--- src/rtl/trap_aux_pkg.sv ---
// Package of constants and types for the feature-trap and auxiliary control registers
// Functional notes
// - EL2 trace-access trap bit 20 reads zero
// - EL2 trap register fields have no reset
// - Vector/float trap bit clear traps nothing; resets clear
// - Vector/float trap bit set traps use to EL3
// - Auxiliary registers are 64 bits, unbanked
// - Decode auxiliary registers at their system encodings
// - Auxiliary registers read and written by sysreg instructions
// - EL0 denied; secure EL1/EL3, non-secure EL1-3 allowed
// - Non-secure with trap-general set: EL2 and EL3
// - Secondary register writes from EL1/EL2 gated by enables
package trap_aux_pkg;

    ////////////////////////////////////////////////////////////////////////////
    // Encoding fields and register encodings {op0, op1, crn, crm, op2}
    localparam int ENC_W = 16;
    localparam logic [ENC_W-1:0] ENC_AUX_PRI = {2'h3, 3'h0, 4'hf, 4'h1, 3'h0};
    localparam logic [ENC_W-1:0] ENC_AUX_SEC = {2'h3, 3'h0, 4'hf, 4'h1, 3'h1};
    localparam logic [ENC_W-1:0] ENC_EL2_TRAP = {2'h3, 3'h4, 4'h1, 4'h1, 3'h2};
    localparam logic [ENC_W-1:0] ENC_EL3_TRAP = {2'h3, 3'h6, 4'h1, 4'h1, 3'h2};

    ////////////////////////////////////////////////////////////////////////////
    // Field positions
    localparam int TRACE_TRAP_POS = 20;
    localparam int FP_TRAP_POS = 10;

    ////////////////////////////////////////////////////////////////////////////
    // Reset values and masks
    localparam logic [63:0] AUX_RESET = 64'h0000_0000_0000_0000;
    localparam logic [31:0] EL3_TRAP_RESET = 32'h0000_0000;
    localparam logic [31:0] TRAP_WMASK = 32'hffef_ffff;

    ////////////////////////////////////////////////////////////////////////////
    // Exception levels
    localparam logic [1:0] EL0 = 2'h0;
    localparam logic [1:0] EL1 = 2'h1;
    localparam logic [1:0] EL2 = 2'h2;
    localparam logic [1:0] EL3 = 2'h3;

    // Decoded register target
    typedef enum logic [2:0] {
        TGT_NONE = 3'b000,
        TGT_AUX_PRI = 3'b001,
        TGT_AUX_SEC = 3'b010,
        TGT_EL2_TRAP = 3'b011,
        TGT_EL3_TRAP = 3'b100
    } target_type;

    // One system-register access request from the core
    typedef struct packed {
        logic valid;
        logic write;
        logic [ENC_W-1:0] enc;
        logic [63:0] wdata;
    } sysreg_req_type;

    // Current execution context of the core
    typedef struct packed {
        logic [1:0] el;
        logic security_world_bit;
        logic trap_general_bit;
        logic host_extension_bit;
    } exec_ctx_type;

    // Whole state of the register bank
    typedef struct packed {
        logic [63:0] aux_control_primary;
        logic [63:0] aux_control_secondary;
        logic [31:0] el2_feature_trap;
        logic [31:0] el3_feature_trap;
        logic resp_valid;
        logic resp_fault;
        logic [63:0] resp_rdata;
    } bank_state_type;

endpackage : trap_aux_pkg

--- src/rtl/sysreg_access_check.sv ---
// Encoding decode and per-level access permission for the register bank
`timescale 1ns/1ns
module sysreg_access_check import trap_aux_pkg::*; (
    // Request and context
    input wire sysreg_req_type req,
    input wire exec_ctx_type ctx,
    // Auxiliary write enables, bit 0 of each enable register
    input wire logic el2_aux_enable_reg,
    input wire logic el3_aux_enable_reg,
    // Decode results
    output target_type tgt,
    output logic read_ok,
    output logic write_ok
);

    logic el_ok; // Level may touch the auxiliary registers
    logic sec_wr_ok; // Extra gate for the secondary register

    ////////////////////////////////////////////////////////////////////////////
    // Encoding decode
    always_comb begin
        case (req.enc)
            ENC_AUX_PRI: tgt = TGT_AUX_PRI;
            ENC_AUX_SEC: tgt = TGT_AUX_SEC;
            ENC_EL2_TRAP: tgt = TGT_EL2_TRAP;
            ENC_EL3_TRAP: tgt = TGT_EL3_TRAP;
            default: tgt = TGT_NONE;
        endcase
    end

    ////////////////////////////////////////////////////////////////////////////
    // Permission table; the host-extension bit plays no part
    always_comb begin
        case (ctx.el)
            EL0: el_ok = 1'b0;
            // EL1 cannot run with non-secure and trap-general set
            EL1: el_ok = !(ctx.security_world_bit && ctx.trap_general_bit);
            EL2: el_ok = ctx.security_world_bit;
            EL3: el_ok = 1'b1;
            default: el_ok = 1'b0;
        endcase
        // Secure EL1 answers to the EL3 enable only
        case (ctx.el)
            EL1: sec_wr_ok = el3_aux_enable_reg
                && (el2_aux_enable_reg || !ctx.security_world_bit);
            EL2: sec_wr_ok = el3_aux_enable_reg;
            default: sec_wr_ok = 1'b1;
        endcase
        case (tgt)
            TGT_AUX_PRI: begin
                read_ok = el_ok;
                write_ok = el_ok;
            end
            TGT_AUX_SEC: begin
                read_ok = el_ok;
                write_ok = el_ok && sec_wr_ok;
            end
            TGT_EL2_TRAP: begin
                read_ok = (ctx.el == EL3) || (ctx.el == EL2 && ctx.security_world_bit);
                write_ok = read_ok;
            end
            TGT_EL3_TRAP: begin
                read_ok = (ctx.el == EL3);
                write_ok = read_ok;
            end
            default: begin
                read_ok = 1'b0;
                write_ok = 1'b0;
            end
        endcase
    end

endmodule : sysreg_access_check

--- src/rtl/feature_trap_aux_ctrl_regs.sv ---
// Feature-trap and auxiliary control system registers of the core
`timescale 1ns/1ns
module feature_trap_aux_ctrl_regs import trap_aux_pkg::*; (
    // Clock and reset
    input wire logic clk,
    input wire logic resetn,
    // System-register access from the core
    input wire sysreg_req_type req,
    input wire exec_ctx_type ctx,
    input wire logic el2_aux_enable_reg,
    input wire logic el3_aux_enable_reg,
    // Access answer, one cycle after the request
    output logic resp_valid,
    output logic resp_fault,
    output logic [63:0] resp_rdata,
    // Vector and floating-point register use check
    input wire logic fp_use_valid,
    output logic fp_trap_el3,
    // Auxiliary control values to the core
    output logic [63:0] aux_control_primary,
    output logic [63:0] aux_control_secondary
);

    bank_state_type st_r; // Registered state
    bank_state_type st_nxt; // Next state
    target_type tgt; // Decoded target
    logic read_ok; // Read permitted
    logic write_ok; // Write permitted

    ////////////////////////////////////////////////////////////////////////////
    // Decode and permission
    sysreg_access_check u_check (
        .req(req),
        .ctx(ctx),
        .el2_aux_enable_reg(el2_aux_enable_reg),
        .el3_aux_enable_reg(el3_aux_enable_reg),
        .tgt(tgt),
        .read_ok(read_ok),
        .write_ok(write_ok)
    );

    ////////////////////////////////////////////////////////////////////////////
    // Next-state logic
    always_comb begin
        st_nxt = st_r;
        // Answer stands for one cycle only
        st_nxt.resp_valid = 1'b0;
        st_nxt.resp_fault = 1'b0;
        st_nxt.resp_rdata = 64'h0;
        if (req.valid) begin
            st_nxt.resp_valid = 1'b1;
            if (req.write) begin
                // Refused write leaves every register untouched
                if (!write_ok) begin
                    st_nxt.resp_fault = 1'b1;
                end else begin
                    case (tgt)
                        TGT_AUX_PRI: st_nxt.aux_control_primary = req.wdata;
                        TGT_AUX_SEC: st_nxt.aux_control_secondary = req.wdata;
                        // Trace-access bit is not built; writes to it drop
                        TGT_EL2_TRAP: st_nxt.el2_feature_trap = req.wdata[31:0] & TRAP_WMASK;
                        TGT_EL3_TRAP: st_nxt.el3_feature_trap = req.wdata[31:0] & TRAP_WMASK;
                        default: st_nxt.resp_fault = 1'b1;
                    endcase
                end
            end else begin
                if (!read_ok) begin
                    st_nxt.resp_fault = 1'b1;
                end else begin
                    case (tgt)
                        TGT_AUX_PRI: st_nxt.resp_rdata = st_r.aux_control_primary;
                        TGT_AUX_SEC: st_nxt.resp_rdata = st_r.aux_control_secondary;
                        // Mask again: the register may still hold unknowns from reset
                        TGT_EL2_TRAP: st_nxt.resp_rdata =
                            {32'h0, st_r.el2_feature_trap & TRAP_WMASK};
                        TGT_EL3_TRAP: st_nxt.resp_rdata = {32'h0, st_r.el3_feature_trap};
                        default: st_nxt.resp_fault = 1'b1;
                    endcase
                end
            end
        end
    end

    ////////////////////////////////////////////////////////////////////////////
    // State register; EL2 trap fields deliberately keep no reset value
    always_ff @(posedge clk) begin
        if (!resetn) begin
            st_r.aux_control_primary <= AUX_RESET;
            st_r.aux_control_secondary <= AUX_RESET;
            st_r.el3_feature_trap <= EL3_TRAP_RESET;
            st_r.resp_valid <= 1'b0;
            st_r.resp_fault <= 1'b0;
            st_r.resp_rdata <= 64'h0;
            // el2_feature_trap is left as it was: software must program it
        end else begin
            st_r <= st_nxt;
        end
    end

    ////////////////////////////////////////////////////////////////////////////
    // Outputs
    assign resp_valid = st_r.resp_valid;
    assign resp_fault = st_r.resp_fault;
    assign resp_rdata = st_r.resp_rdata;
    // One shared copy serves both security states
    assign aux_control_primary = st_r.aux_control_primary;
    assign aux_control_secondary = st_r.aux_control_secondary;
    // Trap at any level or state; priority against other exceptions is the core's
    assign fp_trap_el3 = fp_use_valid && st_r.el3_feature_trap[FP_TRAP_POS];
endmodule : feature_trap_aux_ctrl_regs

--- config.mk ---
export PLATFORM = sky130hd
export DESIGN_NAME = feature_trap_aux_ctrl_regs
export DESIGN_NICKNAME = d
export VERILOG_FILES = /design/src/rtl/trap_aux_pkg.sv /design/src/rtl/sysreg_access_check.sv /design/src/rtl/feature_trap_aux_ctrl_regs.sv
export SDC_FILE = /design/constraint.sdc
export NUM_CORES = 1
export LEC_CHECK = 0
export BUFFER_PORTS_ARGS = -buffer_cell sky130_fd_sc_hd__buf_2
export CAP_MARGIN = 0
export CORE_MARGIN = 4
export CORE_UTILIZATION = 26
export CTS_BUF_LIST = sky130_fd_sc_hd__clkbuf_8
export CTS_CLUSTER_DIAMETER = 100
export DETAILED_ROUTE_END_ITERATION = 10
export REMOVE_ABC_BUFFERS = 1
export SLEW_MARGIN = 30
export SYNTH_ARGS = -nofsm -noshare
export SYNTH_HDL_FRONTEND = slang
export SYNTH_SLANG_ARGS = --single-unit
export TNS_END_PERCENT = 50
--- constraint.sdc ---
create_clock -name clk -period 7 [get_ports clk]
set_input_delay 0.35 -clock clk [delete_from_list [all_inputs] [get_ports clk]]
set_output_delay 0.35 -clock clk [all_outputs]
set_load 0.01 [all_outputs]
---- After elaboration in Yosys (flattened, before gate mapping) ----
Cells that the tools add are included.
Widths: inputs -> output; s select.
operators by class
  equality and inequality tests ........... 11
  bitwise operators ....................... 3
  reduce and logical (&&, ||, !) cells .... 18
  multiplexer cells ....................... 13
operators by type and width
  operator              count
  $pmux 64 s4           1
  $mux 64               2
  $mux 66               1
  $eq 16x16->1 const B  4
  $pmux 3 s4            1
  $reduce_and 4->1      3
  $pmux 1 s4            2
  $reduce_or 4->1       2
  $eq 3x2->1 const B    2
  $logic_and 1x1->1     5
  $reduce_and 5->1      1
  $eq 2x2->1 const B    2
  $mux 1                4
  $eq 3x1->1 const B    1
  $eq 3x3->1 const B    1
  $not 1->1             3
  $pmux 1 s3            1
  $eq 2x1->1 const B    1
  $logic_not 1->1       2
  $logic_not 2->1       1
  $logic_or 1x1->1      2
  $pmux 1 s2            1
  $reduce_and 2->1      1
  $reduce_or 2->1       1
word-level totals
  register bits after elaboration ......... 256
  output and inout port bits .............. 195

---- Longest topological paths before layout ----
Gate-level depths: netlist of the first run.
  depth in word-level cells ............... 9
  depth in mapped cells ................... 9
  depth with buffers taken out ............ 7

---- Cells and area by module ----
A second synthesis of the first run with hierarchy kept.
second synthesis, totals
  cell total of the unflattened synthesis .. 1150
  area total of the unflattened synthesis .. 11492.3 um2
by module, submodules not included
  module                      instances  seq. area each (um2)  cells each  area each (um2)
  feature_trap_aux_ctrl_regs  1          5435.2                1119        11255.8
  sysreg_access_check         1          0.0                   31          236.5

---- Least setup slack after synthesis of the first run ----
Ideal clock, no wire load.
  path kind ............................... input to register
  start point ............................. input req[66] (netlist bit)
  end point ............................... register st_r[100] (netlist bit) (enable)
  cell stages on the path ................. 5
  library setup time ...................... 0.587 ns
  data required time ...................... 6.413 ns
  data arrival time ....................... 6.179 ns
  setup slack ............................. 0.235 ns
  path buffers ............................ 0
  path through ............................ nor4b_1 -> nand4_1 -> nor3_1 -> nand2_1 -> a2111oi_0
between the ends
  cells in the longest elaborated chain, start to end .. 5
  elaborated cells on any way between the ends .. 11
  classes of those cells .................. eq/ne: 8; mux: 2; reduce/logical: 1
ends and longest elaborated chain
  what                                      line                              source
  start, declared                           feature_trap_aux_ctrl_regs.sv:8   input wire sysreg_req_type req,
  $eq 16x16->1                              sysreg_access_check.sv:22         case (req.enc)
  $pmux 3 s4 *                              sysreg_access_check.sv:22
  $eq 3x3->1, or another cell as far along  sysreg_access_check.sv:49         case (tgt)
  $pmux 1 s4                                sysreg_access_check.sv:49
  $reduce_and 5->1 (no source line) *       n/a
  end signal, assigned                      feature_trap_aux_ctrl_regs.sv:96  st_r <= st_nxt;
  end, declared                             feature_trap_aux_ctrl_regs.sv:24  bank_state_type st_r;
Mark *: on every way between the ends. The rest lies on a longest branch, timed or not.
A chain may end at the register's enable or synchronous reset.

---- Worst setup path in the final report of the first run ----
  start point ............................. input req[76] (netlist bit)
  end point ............................... register, netlist name aux_control_secondary[43]
between the ends
  cells in the longest elaborated chain, start to end .. 5
  elaborated cells on any way between the ends .. 11
  classes of those cells .................. eq/ne: 8; mux: 2; reduce/logical: 1
ends and longest elaborated chain
  what                                      line
  $eq 16x16->1                              sysreg_access_check.sv:22
  $pmux 3 s4 *                              sysreg_access_check.sv:22
  $eq 3x3->1, or another cell as far along  sysreg_access_check.sv:49
  $pmux 1 s4                                sysreg_access_check.sv:49
  $reduce_and 4->1 (no source line) *       n/a
Marked as above.

==> results of run 1 <==
==> placed cells by master, fill, tap and decap left out, types with 20 or more instances in the layout <==
cell	count
buf_2	284
nand2_1	231
dfxtp_1	225
mux2i_1	184
nor2_1	92
dlygate4sd3_1	64
clkbuf_8	60
a22oi_1	33
edfxtp_1	31
a221oi_1	26
inv_1	20
==> synth_stat cells (2+ instances only) <==
cell	n
buf_4	195
nor3_1	3
nor4b_1	2
mux2_2	6
buf_12	6
and2_1	4
nand4_1	2
o2111ai_1	2
mux2i_1	184
inv_1	4
a22oi_1	33
a222oi_1	6
ha_1	4
o21ai_0	2
buf_6	8
a221oi_1	26
dfxtp_1	225
nor2_1	93
nand2_1	231
clkbuf_1	50
edfxtp_1	31
==> power by group through the flow <==
stage,clock network [W],logic (W),registers (W)
floorplan,0,0.0000278,0.00152
CTS,0.00152,0.000122,0.00149
global placement,0,0.0000913,0.00152
global route,0.00158,0.000135,0.00149
finish,0.00145,0.000122,0.00149
detailed placement,0,0.0000933,0.00152
==> stage by stage <==
stage	hold slack, ns	area, um^2	utilization	power, W	cells
global placement	0.439	11700	0.272	0.00161	1757
floorplan	0.431	9400	-	0.00155	875
CTS	0.0817	13300	0.310	0.00313	1905
finish	0.175	13300	0.310	0.00305	1907
detailed placement	0.447	11700	0.273	0.00161	1757
global route	0.107	13300	0.310	0.00320	1906
==> cell families after synthesis <==
group / Yosys count
buffers and inverters: 266
flip-flops: 256
multiplexers: 190
AO/OA/AOI/OAI: 76
adder cells (fa/ha/maj): 4
AND/OR/NAND/NOR: 345
==> final timing paths <==
path         slack (ns)  depth (start not counted)                   endpoint      from
max reg2reg        5.86                          3              resp_rdata[1]  st_r[99]
min reg2reg        0.45                          2                   st_r[88]  st_r[88]
min                0.17                          3                 resp_valid   req[81]
max                3.79                          8  aux_control_secondary[43]   req[76]
==> per-layer routing <==
| metal | up-vias | GRT usage |
|---|---|---|
| met5 | - | 0 |
| met2 | 248 | 0.223 |
| li1 | 3947 | - |
| met3 | 51 | 0.0433 |
| met1 | 3874 | 0.148 |
| met4 | 0 | 0.0373 |
==> state kept, by name (all words and copies together), names as in the netlist <==
register               cells
aux_control_primary       64
resp_valid                 1
resp_fault                 1
st_r                      62
aux_control_secondary     64
resp_rdata                64
==> repair_timing <==
item                                   in CTS  in global routing
hold buffers                               64                  0
endpoints found under the hold margin     109                  0
setup endpoints to repair                   0                  0
==> cell type report <==
class                   instances  area (um^2)
repair buffers                361         2180
clock inverters                24          134
well taps                     585          732
clock buffers                  60          826
fillers                      4493        29700
flip-flops and latches        256         5440
diodes                          2         5.00
inverters                       4         15.0
multi-input cells             615         3990
==> worst max-delay path: stages <==
cell,delay [ns]
buf_2,0.09
buf_4,0.33
or4b_1,0.61
or4_1,0.47
and4bb_1,0.38
o2111a_2,0.69
buf_12,0.46
mux2i_1,0.24
==> metrics, run 1 <==
outcome=completed; standard-cell rows=76; Synth Area in Simple Gates=0.121; largest cells by area after synthesis=dfxtp_1 40%, mux2i_1 16%, buf_4 13%; Max clock buf depth=3; syn avg cell area=between 9 and 10 um^2; Async SR Flop Fraction=0; Internal Power=around 0.0023 W; max-cap viol count=0; Detailed Place HPWL=18.7 mm; Yosys reg bits=approximately 260; sw frac=0.231; DRC errors left=0; Final min period=approximately 3.2 ns; Die Span Y=~220 um; Starting Density=0.262; Arr. time, crit path=around 3.7 ns; adder-cell share of the synthesized area=0.00444; die width=between 200 and 250 um; share of layout cells above drive strength 1=0.287; Compound-Gate Fraction of Synth Area=0.0548; final period utilization=0.459; Area Growth Syn to Fin=18.1%; Reg power frac=0.487; port buffer count=about 290; worst slew pin tran=~0.99 ns; Final setup viols=0; fmax=~0.31 GHz; via count=between 8000 and 9000; met2 wire len=between 15 and 20 mm; Root Driver=clkbuf_8; post-synth top area share=0.399; first-pass GRT wire length=around 47 mm; Setup CP Type=in -> reg; relative slew slack=0.340; clk_lat worst skew=0.59 ns; XOR/XNOR Fraction of Synth Area=0; post-synthesis sequential area ratio=0.482; final hold violations=0; setup TNS=0 ns; unrepaired setup endpoints after global routing=no; NetSw=0.000705 W; GPL Wtd Cong=0.787; Syn Inst Count=about 1100; Worst Path Required=roughly 7.5 ns; TritonCTS clock tree=built; via density per instance=4.26; CP Launch Type=primary input; DRT Pass-1 Iters=5; Initial DRC Count=just over 400; Post-Route WL=30.8 mm; Worst Path Max Fanout=49; met3 wire len=approximately 2.2 mm; clock-pin slew on the worst setup and hold paths=about 0.060 ns; Yosys cell types=between 40 and 50; Post-synth top flop=dfxtp_1; DP Worst Slack=3.13 ns; Hold Crit Class=in -> reg; Wirelength per Cell=16.1 um; Yosys Warn Count=0; final worst-path setup slack=roughly 3.8 ns; Crit. End Element=register; Post-Syn Area=between 10000 and 15000 um^2; core area=around 43000 um^2; M1 wire length=12.8 mm; total CTS buffers=47; clock share of power=0.473; Pleak=~5.9 nW; Setup Skew=0.0124 ns; vias in the first global route=~8500; Post-synth EDFFs=31; total global-route track usage=0.127; Max H-tree Level=2; area leader, netlist=dfxtp_1; max layer used=met4; Antenna Nets Post-Route=0; Post-CTS Setup Bufs=0; max-slew violation count=0; Gate power share=0.040; initial antenna violation count=2; mux contribution to synthesized area=0.169; largest family of logic cells by synthesized area=multiplexers; die area=between 40000 and 50000 um^2; VDD IR max=139 uV; P per Cell Area=about 230 nW/um^2; Nets=about 1400; clock tree sinks=~260; Ports=between 200 and 300; GRT overflow=0; CTS resizes=0; pin count of the biggest net entering global routing=97
Note: power is estimated with default switching activity, not from simulation.
==> run 2, diff against run 1 <==
Clock period 7 ns to 2.6 ns, I/O delays scaled along.
==> run 2 against run 1 <==
Compared with the run above: final cell count grew 0.94%; core utilization grew 0.61 points; flip-flop and latch count is the same; design area grew 2.0%; non-clock buffer count grew 19; combinational power grew to 2.8 times the previous value; via count grew 1.5%; critical endpoint is now aux_control_secondary[47]; largest cell class unchanged.
==> metrics, run 2 (synthesis gave the netlist of run 1 again) <==
outcome=completed; placed cell area=approximately 12000 um^2; Final min period=1.92 ns; Worst Path Required=slightly above 3 ns; CP cell instances=buf_2, or4b_1, or4_1, and4bb_1, o2111a_2, buf_12, buf_4, mux2i_1; Die Span Y=between 200 and 250 um; standard-cell rows=76; share of layout cells above drive strength 1=0.296; post-layout util=0.316; die width=216 um; final period utilization=0.739; Pleak=~6 nW; Final setup viols=0; via count=approximately 8200; Antenna Nets Post-Route=0; NetSw=0.00194 W; initial antenna violation count=1; post-route cell area=~14000 um^2; R2R setup slack=~1.4 ns; Detailed Place HPWL=~19 mm; DP Worst Slack=around 0.070 ns; GPL Wtd Cong=a little under 0.8; Crit. End Element=register; CP delay by family, top=simple AND/OR/NAND/NOR gates; commonest non-fill, non-tap cell in the layout=buf_2; Arr. time, crit path=2.42 ns; Wirelength per Cell=~16 um; Post-Route WL=around 31 mm; relative slew slack=0.632; CTS resizes=0; TritonCTS clock tree=built; clock tree sinks=approximately 260; Ports=287; DRT Pass-1 Iters=5; Max clock buf depth=3; via density per instance=~4.3; Worst Path Max Fanout=13; final hold violations=0; Initial DRC Count=between 400 and 500; max-slew violation count=0; total global-route track usage=0.129; Setup CP Type=in -> reg; port buffer count=between 200 and 300; Gate power share=0.042; vias in the first global route=between 8000 and 9000; largest registers=aux_control_primary (64), aux_control_secondary (64), resp_rdata (64); clock share of power=0.466; clk_lat worst skew=between 0.5 and 0.6 ns; Post-CTS Setup Bufs=0; final worst-path setup slack=slightly below 0.7 ns; sw frac=0.239; core area=roughly 43000 um^2; Hold Crit Class=in -> reg; worst slew pin tran=~0.55 ns; unrepaired setup endpoints after global routing=no; first-pass GRT wire length=around 48 mm; Reg power frac=0.492; die area=between 40000 and 50000 um^2; GRT overflow=0; commonest non-fill, non-tap cells in the layout=284 x buf_2, 231 x nand2_1, 225 x dfxtp_1, 184 x mux2i_1, 92 x nor2_1; Bufs and invs on worst path=3; max-cap viol count=0; hold slack=between 0.09 and 0.1 ns; DRC errors left=0; Starting Density=0.262; Max H-tree Level=2; total power=0.00813 W; crit path max-delay cell type=or4b_1; Root Driver=clkbuf_8; Setup Skew=approximately 0.014 ns; pin count of the biggest net entering global routing=124; Nets=around 1400; total CTS buffers=between 40 and 50; P per Cell Area=between 500 and 600 nW/um^2; Area Growth Syn to Fin=20.4%; max incr delay on CP=0.54 ns; clock-pin slew on the worst setup and hold paths=roughly 0.060 ns; VDD IR max=365 uV; CP Launch Type=primary input; Internal Power=approximately 0.0062 W; fmax=approximately 0.52 GHz
[run 2: cell types whose count changed in the layout (fill, tap and decap cells not counted)]
cell / previous run / this run
buf_12: 1 / 14
inv_1: 20 / 14
buf_4: 9 / 14
clkbuf_8: 60 / 55
clkinv_1: 0 / 5
clkinv_2: 4 / 8
dlygate4sd3_1: 64 / 67
buf_6: 3 / 1
clkinv_4: 0 / 1
clkinvlp_4: 2 / 3
diode_2: 2 / 1
inv_4: 0 / 1
inv_6: 1 / 0
[run 2: final timing paths]
path              cells after the start                   endpoint     start
setup / recovery                      8  aux_control_secondary[47]   req[76]
hold / removal                        5                 resp_fault   req[64]
setup reg to reg                      3              resp_rdata[1]  st_r[99]
hold reg to reg                       2                   st_r[87]  st_r[87]
[run 2: power groups by stage]
stage	registers, W	clock network, W	logic (W)
floorplan	0.00409	0	0.0000749
global placement	0.00409	0	0.000256
detailed placement	0.00409	0	0.000262
CTS	0.00400	0.00397	0.000345
global route	0.00400	0.00414	0.000377
finish	0.00400	0.00379	0.000341
[run 2: layout make-up]
cell class	count	area, um^2
Fill cell	4496	29400
Clock inverter	29	164
Clock buffer	55	757
Inverter	4	15.0
Sequential cell	256	5440
Multi-Input combinational cell	615	3990
Antenna cell	1	2.50
Tap cell	585	732
Timing Repair Buffer	380	2490
[run 2: through the flow]
step,cells,TNS (ns)
detailed placement,1773,0
global route,1925,0
floorplan,875,-604.66
finish,1925,0
CTS,1924,0
global placement,1773,0
[run 2: tightest hold or removal path: cells and delay by family]
| family | cells | cell delay, ns |
|---|---|---|
| buf+inv | 1 | 0.14 |
| simple gates | 1 | 0.08 |
| compound gates | 3 | 0.27 |
[run 2: repair_timing]
item	4_1_cts	5_1_grt
hold endpoints to repair	192	0
hold buffers	67	0
endpoints found under the setup margin	0	0
[run 2: routing by layer]
metal | part of all wire | GRT usage | vias to the layer above | wire, um
met2 | 0.49 | 0.224 | 261 | 15300
met5 | 0 | 0 | - | 0
met1 | 0.42 | 0.154 | 3950 | 13000
met3 | 0.068 | 0.0359 | 50 | 2120
met4 | 0.024 | 0.0465 | 0 | 753
li1 | - | - | 3978 | -
==> run 3, diff against run 2 <==
Settings changed: ABC_AREA set to 1.
Clock period 2.6 ns to 1.75 ns, I/O delays scaled along.
==> run 3 against run 2 <==
Compared with the run above: global-route usage increased by 2.0 points; critical path type unchanged; design area increased by 6.7%; sequential share of layout area decreased by 2.5 points; worst setup slack got worse by 0.27 ns; flip-flop and latch count unchanged; hold slack improved by 0.086 ns; highest routed layer is now met5; largest power group is now clock; largest cell class unchanged.
==> metrics, run 3 <==
area leader, netlist=dfxtp_1; pin count of the biggest net entering global routing=between 80 and 90; Final setup viols=0; max-slew violation count=0; Hold Crit Class=in -> reg; critical path depth=8; via density per instance=~4.5; Yosys cell types=24; Root Driver=clkbuf_8; Area Growth Syn to Fin=22.3%; standard-cell rows=77; Wirelength per Cell=roughly 17 um; CP Capture Point=st_r[82]; Post-Route WL=about 38 mm; Yosys Warn Count=0; Arr. time, crit path=1.82 ns; outcome=completed; worst slew pin tran=~0.61 ns; CP Launch Type=primary input; n_diodes=0; Max H-tree Level=2; largest cells by area after synthesis=dfxtp_1 38%, buf_4 12%, nand2_1 11%; Pleak=~6.2 nW; vias in the first global route=approximately 10000; Post-synth top cells=333 x nand2_1, 248 x nand3_1, 225 x dfxtp_1, 195 x buf_4, 130 x a21oi_1; Crit. End Element=register; largest registers=aux_control_primary (64), aux_control_secondary (64), resp_rdata (64); total power=0.0127 W; CP Launch Point=req[80]; Fill cells=about 4700; GPL Wtd Cong=approximately 0.8; Post-Syn Area=approximately 12000 um^2; Worst Path Max Fanout=32; Post-synth EDFFs=31; TritonCTS clock tree=built; Yosys reg bits=256; top-count cell post-synth=nand2_1; Setup CP Type=in -> reg; DRC errors left=0; Final min period=1.34 ns; Initial DRC Count=748; syn avg cell area=7.70 um^2; commonest non-fill, non-tap cells in the layout=331 x nand2_1, 285 x buf_2, 246 x nand3_1, 225 x dfxtp_1, 130 x a21oi_1; first-pass GRT wire length=around 59 mm; Max clock buf depth=3; Worst Path Required=2.22 ns; Ports=around 290; R2R setup slack=0.93 ns; RR Startpoint=st_r[112]; CP delay by family, top=buffers and inverters; DRT Pass-1 Iters=5; Die Span Y=between 200 and 250 um; Detailed Place HPWL=approximately 25 mm; Setup Skew=between 0.01 and 0.015 ns; share of layout cells above drive strength 1=0.276; VDD IR max=530 uV; post-synthesis sequential area ratio=0.459; crit path max-delay cell type=dlygate4sd3_1; Antenna Nets Post-Route=0; register area=between 5000 and 6000 um^2; worst-case reg-to-reg path depth=4; P per Cell Area=approximately 880 nW/um^2; post-layout util=0.325; Syn Inst Count=roughly 1500; final worst-path setup slack=0.407 ns; clock-pin slew on the worst setup and hold paths=roughly 0.06 ns; unrepaired setup endpoints after global routing=no; max-cap viol count=0; Async SR Flop Fraction=0; Worst R2R End=resp_rdata[14]; final hold violations=0; Nets=roughly 1800; via count=between 10000 and 15000; die area=slightly below 50000 um^2; total CTS buffers=48; max incr delay on CP=0.54 ns; initial antenna violation count=3; core area=approximately 45000 um^2; clock tree sinks=256; setup TNS=0 ns; CP cell instances=dlygate4sd3_1, buf_2, nand2_2, buf_4, nor2_4, buf_12, o21ai_0, nor2_1; Post-synth top flop=dfxtp_1; final period utilization=0.767; fmax=0.745 GHz; GRT overflow=0; die width=221 um; total global-route track usage=0.150; port buffer count=285; area occupied by multi-input gates=around 4400 um^2; Bufs and invs on worst path=4; DP Worst Slack=-0.0649 ns; commonest non-fill, non-tap cell in the layout=nand2_1; relative slew slack=0.596; post-synth top area share=0.380; Starting Density=0.266; clk_lat worst skew=approximately 0.59 ns
## run 3: cell types whose count changed in the layout (fill, tap and decap cells not counted), sizes merged, moves of 7 or more
cell / previous run / this run
o21ai: 3 / 32
a22oi: 33 / 0
clkinv: 14 / 7
nand3: 1 / 249
inv: 15 / 68
nor2: 93 / 150
nand2: 231 / 335
buf: 313 / 338
a221oi: 26 / 0
nor3: 3 / 31
mux2i: 184 / 0
a21oi: 1 / 130
## run 3: worst register-to-register path, cell delays in order, from the launching register on
cell and delay [ns]:
edfxtp_1 0.36, nand3_1 0.09, nand2_1 0.05, nor2_1 0.15, nor2_2 0.05
## run 3: layout make-up
cell class	count	area share
clock inverter	29	0.0174
tap	592	0.0511
inverter	53	0.0140
clock buffer	57	0.0541
sequential	256	0.375
timing repair buffer	405	0.188
multi-input combinational	935	0.300
## run 3: worst min-delay path by stage
stage / from / end / depth (start not counted)
global placement: req[28] / st_r[126] / 1
finish: el3_aux_enable_reg / resp_fault / 8
global route: req[28] / st_r[126] / 2
detailed placement: req[1] / st_r[99] / 1
CTS: el3_aux_enable_reg / resp_fault / 8
floorplan: req[2] / st_r[100] / 0
## run 3: what timing repair did
item,CTS,global route
hold buffers,67,0
resized for setup,0,0
hold endpoints to repair,192,0
buffers inserted,0,0
## run 3: power breakdown
part	switching, W	internal (W)	total [W]
registers	0.000000527	0.00594	0.00594
clock network	0.00260	0.00368	0.00628
logic	0.000282	0.000216	0.000498
total	0.00288	0.00984	0.0127
## run 3: cell families after synthesis
| logic type | synth area share |
|---|---|
| buf+inv | 0.179 |
| fa+ha+maj | 0.00423 |
| compound gates | 0.0691 |
| simple gates | 0.289 |
| flops | 0.459 |
## run 3: routing by layer
layer | global-route usage | up-vias | part of all wire
li1 | - | 5124 | -
met1 | 0.189 | 4903 | 0.42
met2 | 0.247 | 426 | 0.47
met3 | 0.0360 | 66 | 0.078
met4 | 0.0610 | 4 | 0.029
met5 | 0 | - | 0.00039
## run 3: metrics by stage
step / std cells / hold WS, ns / area (um^2)
floorplan: 1244 / 0.186 / 9920
global placement: 2174 / 0.319 / 12800
detailed placement: 2174 / 0.322 / 12800
CTS: 2327 / 0.115 / 14500
global route: 2327 / 0.214 / 14500
finish: 2327 / 0.182 / 14500
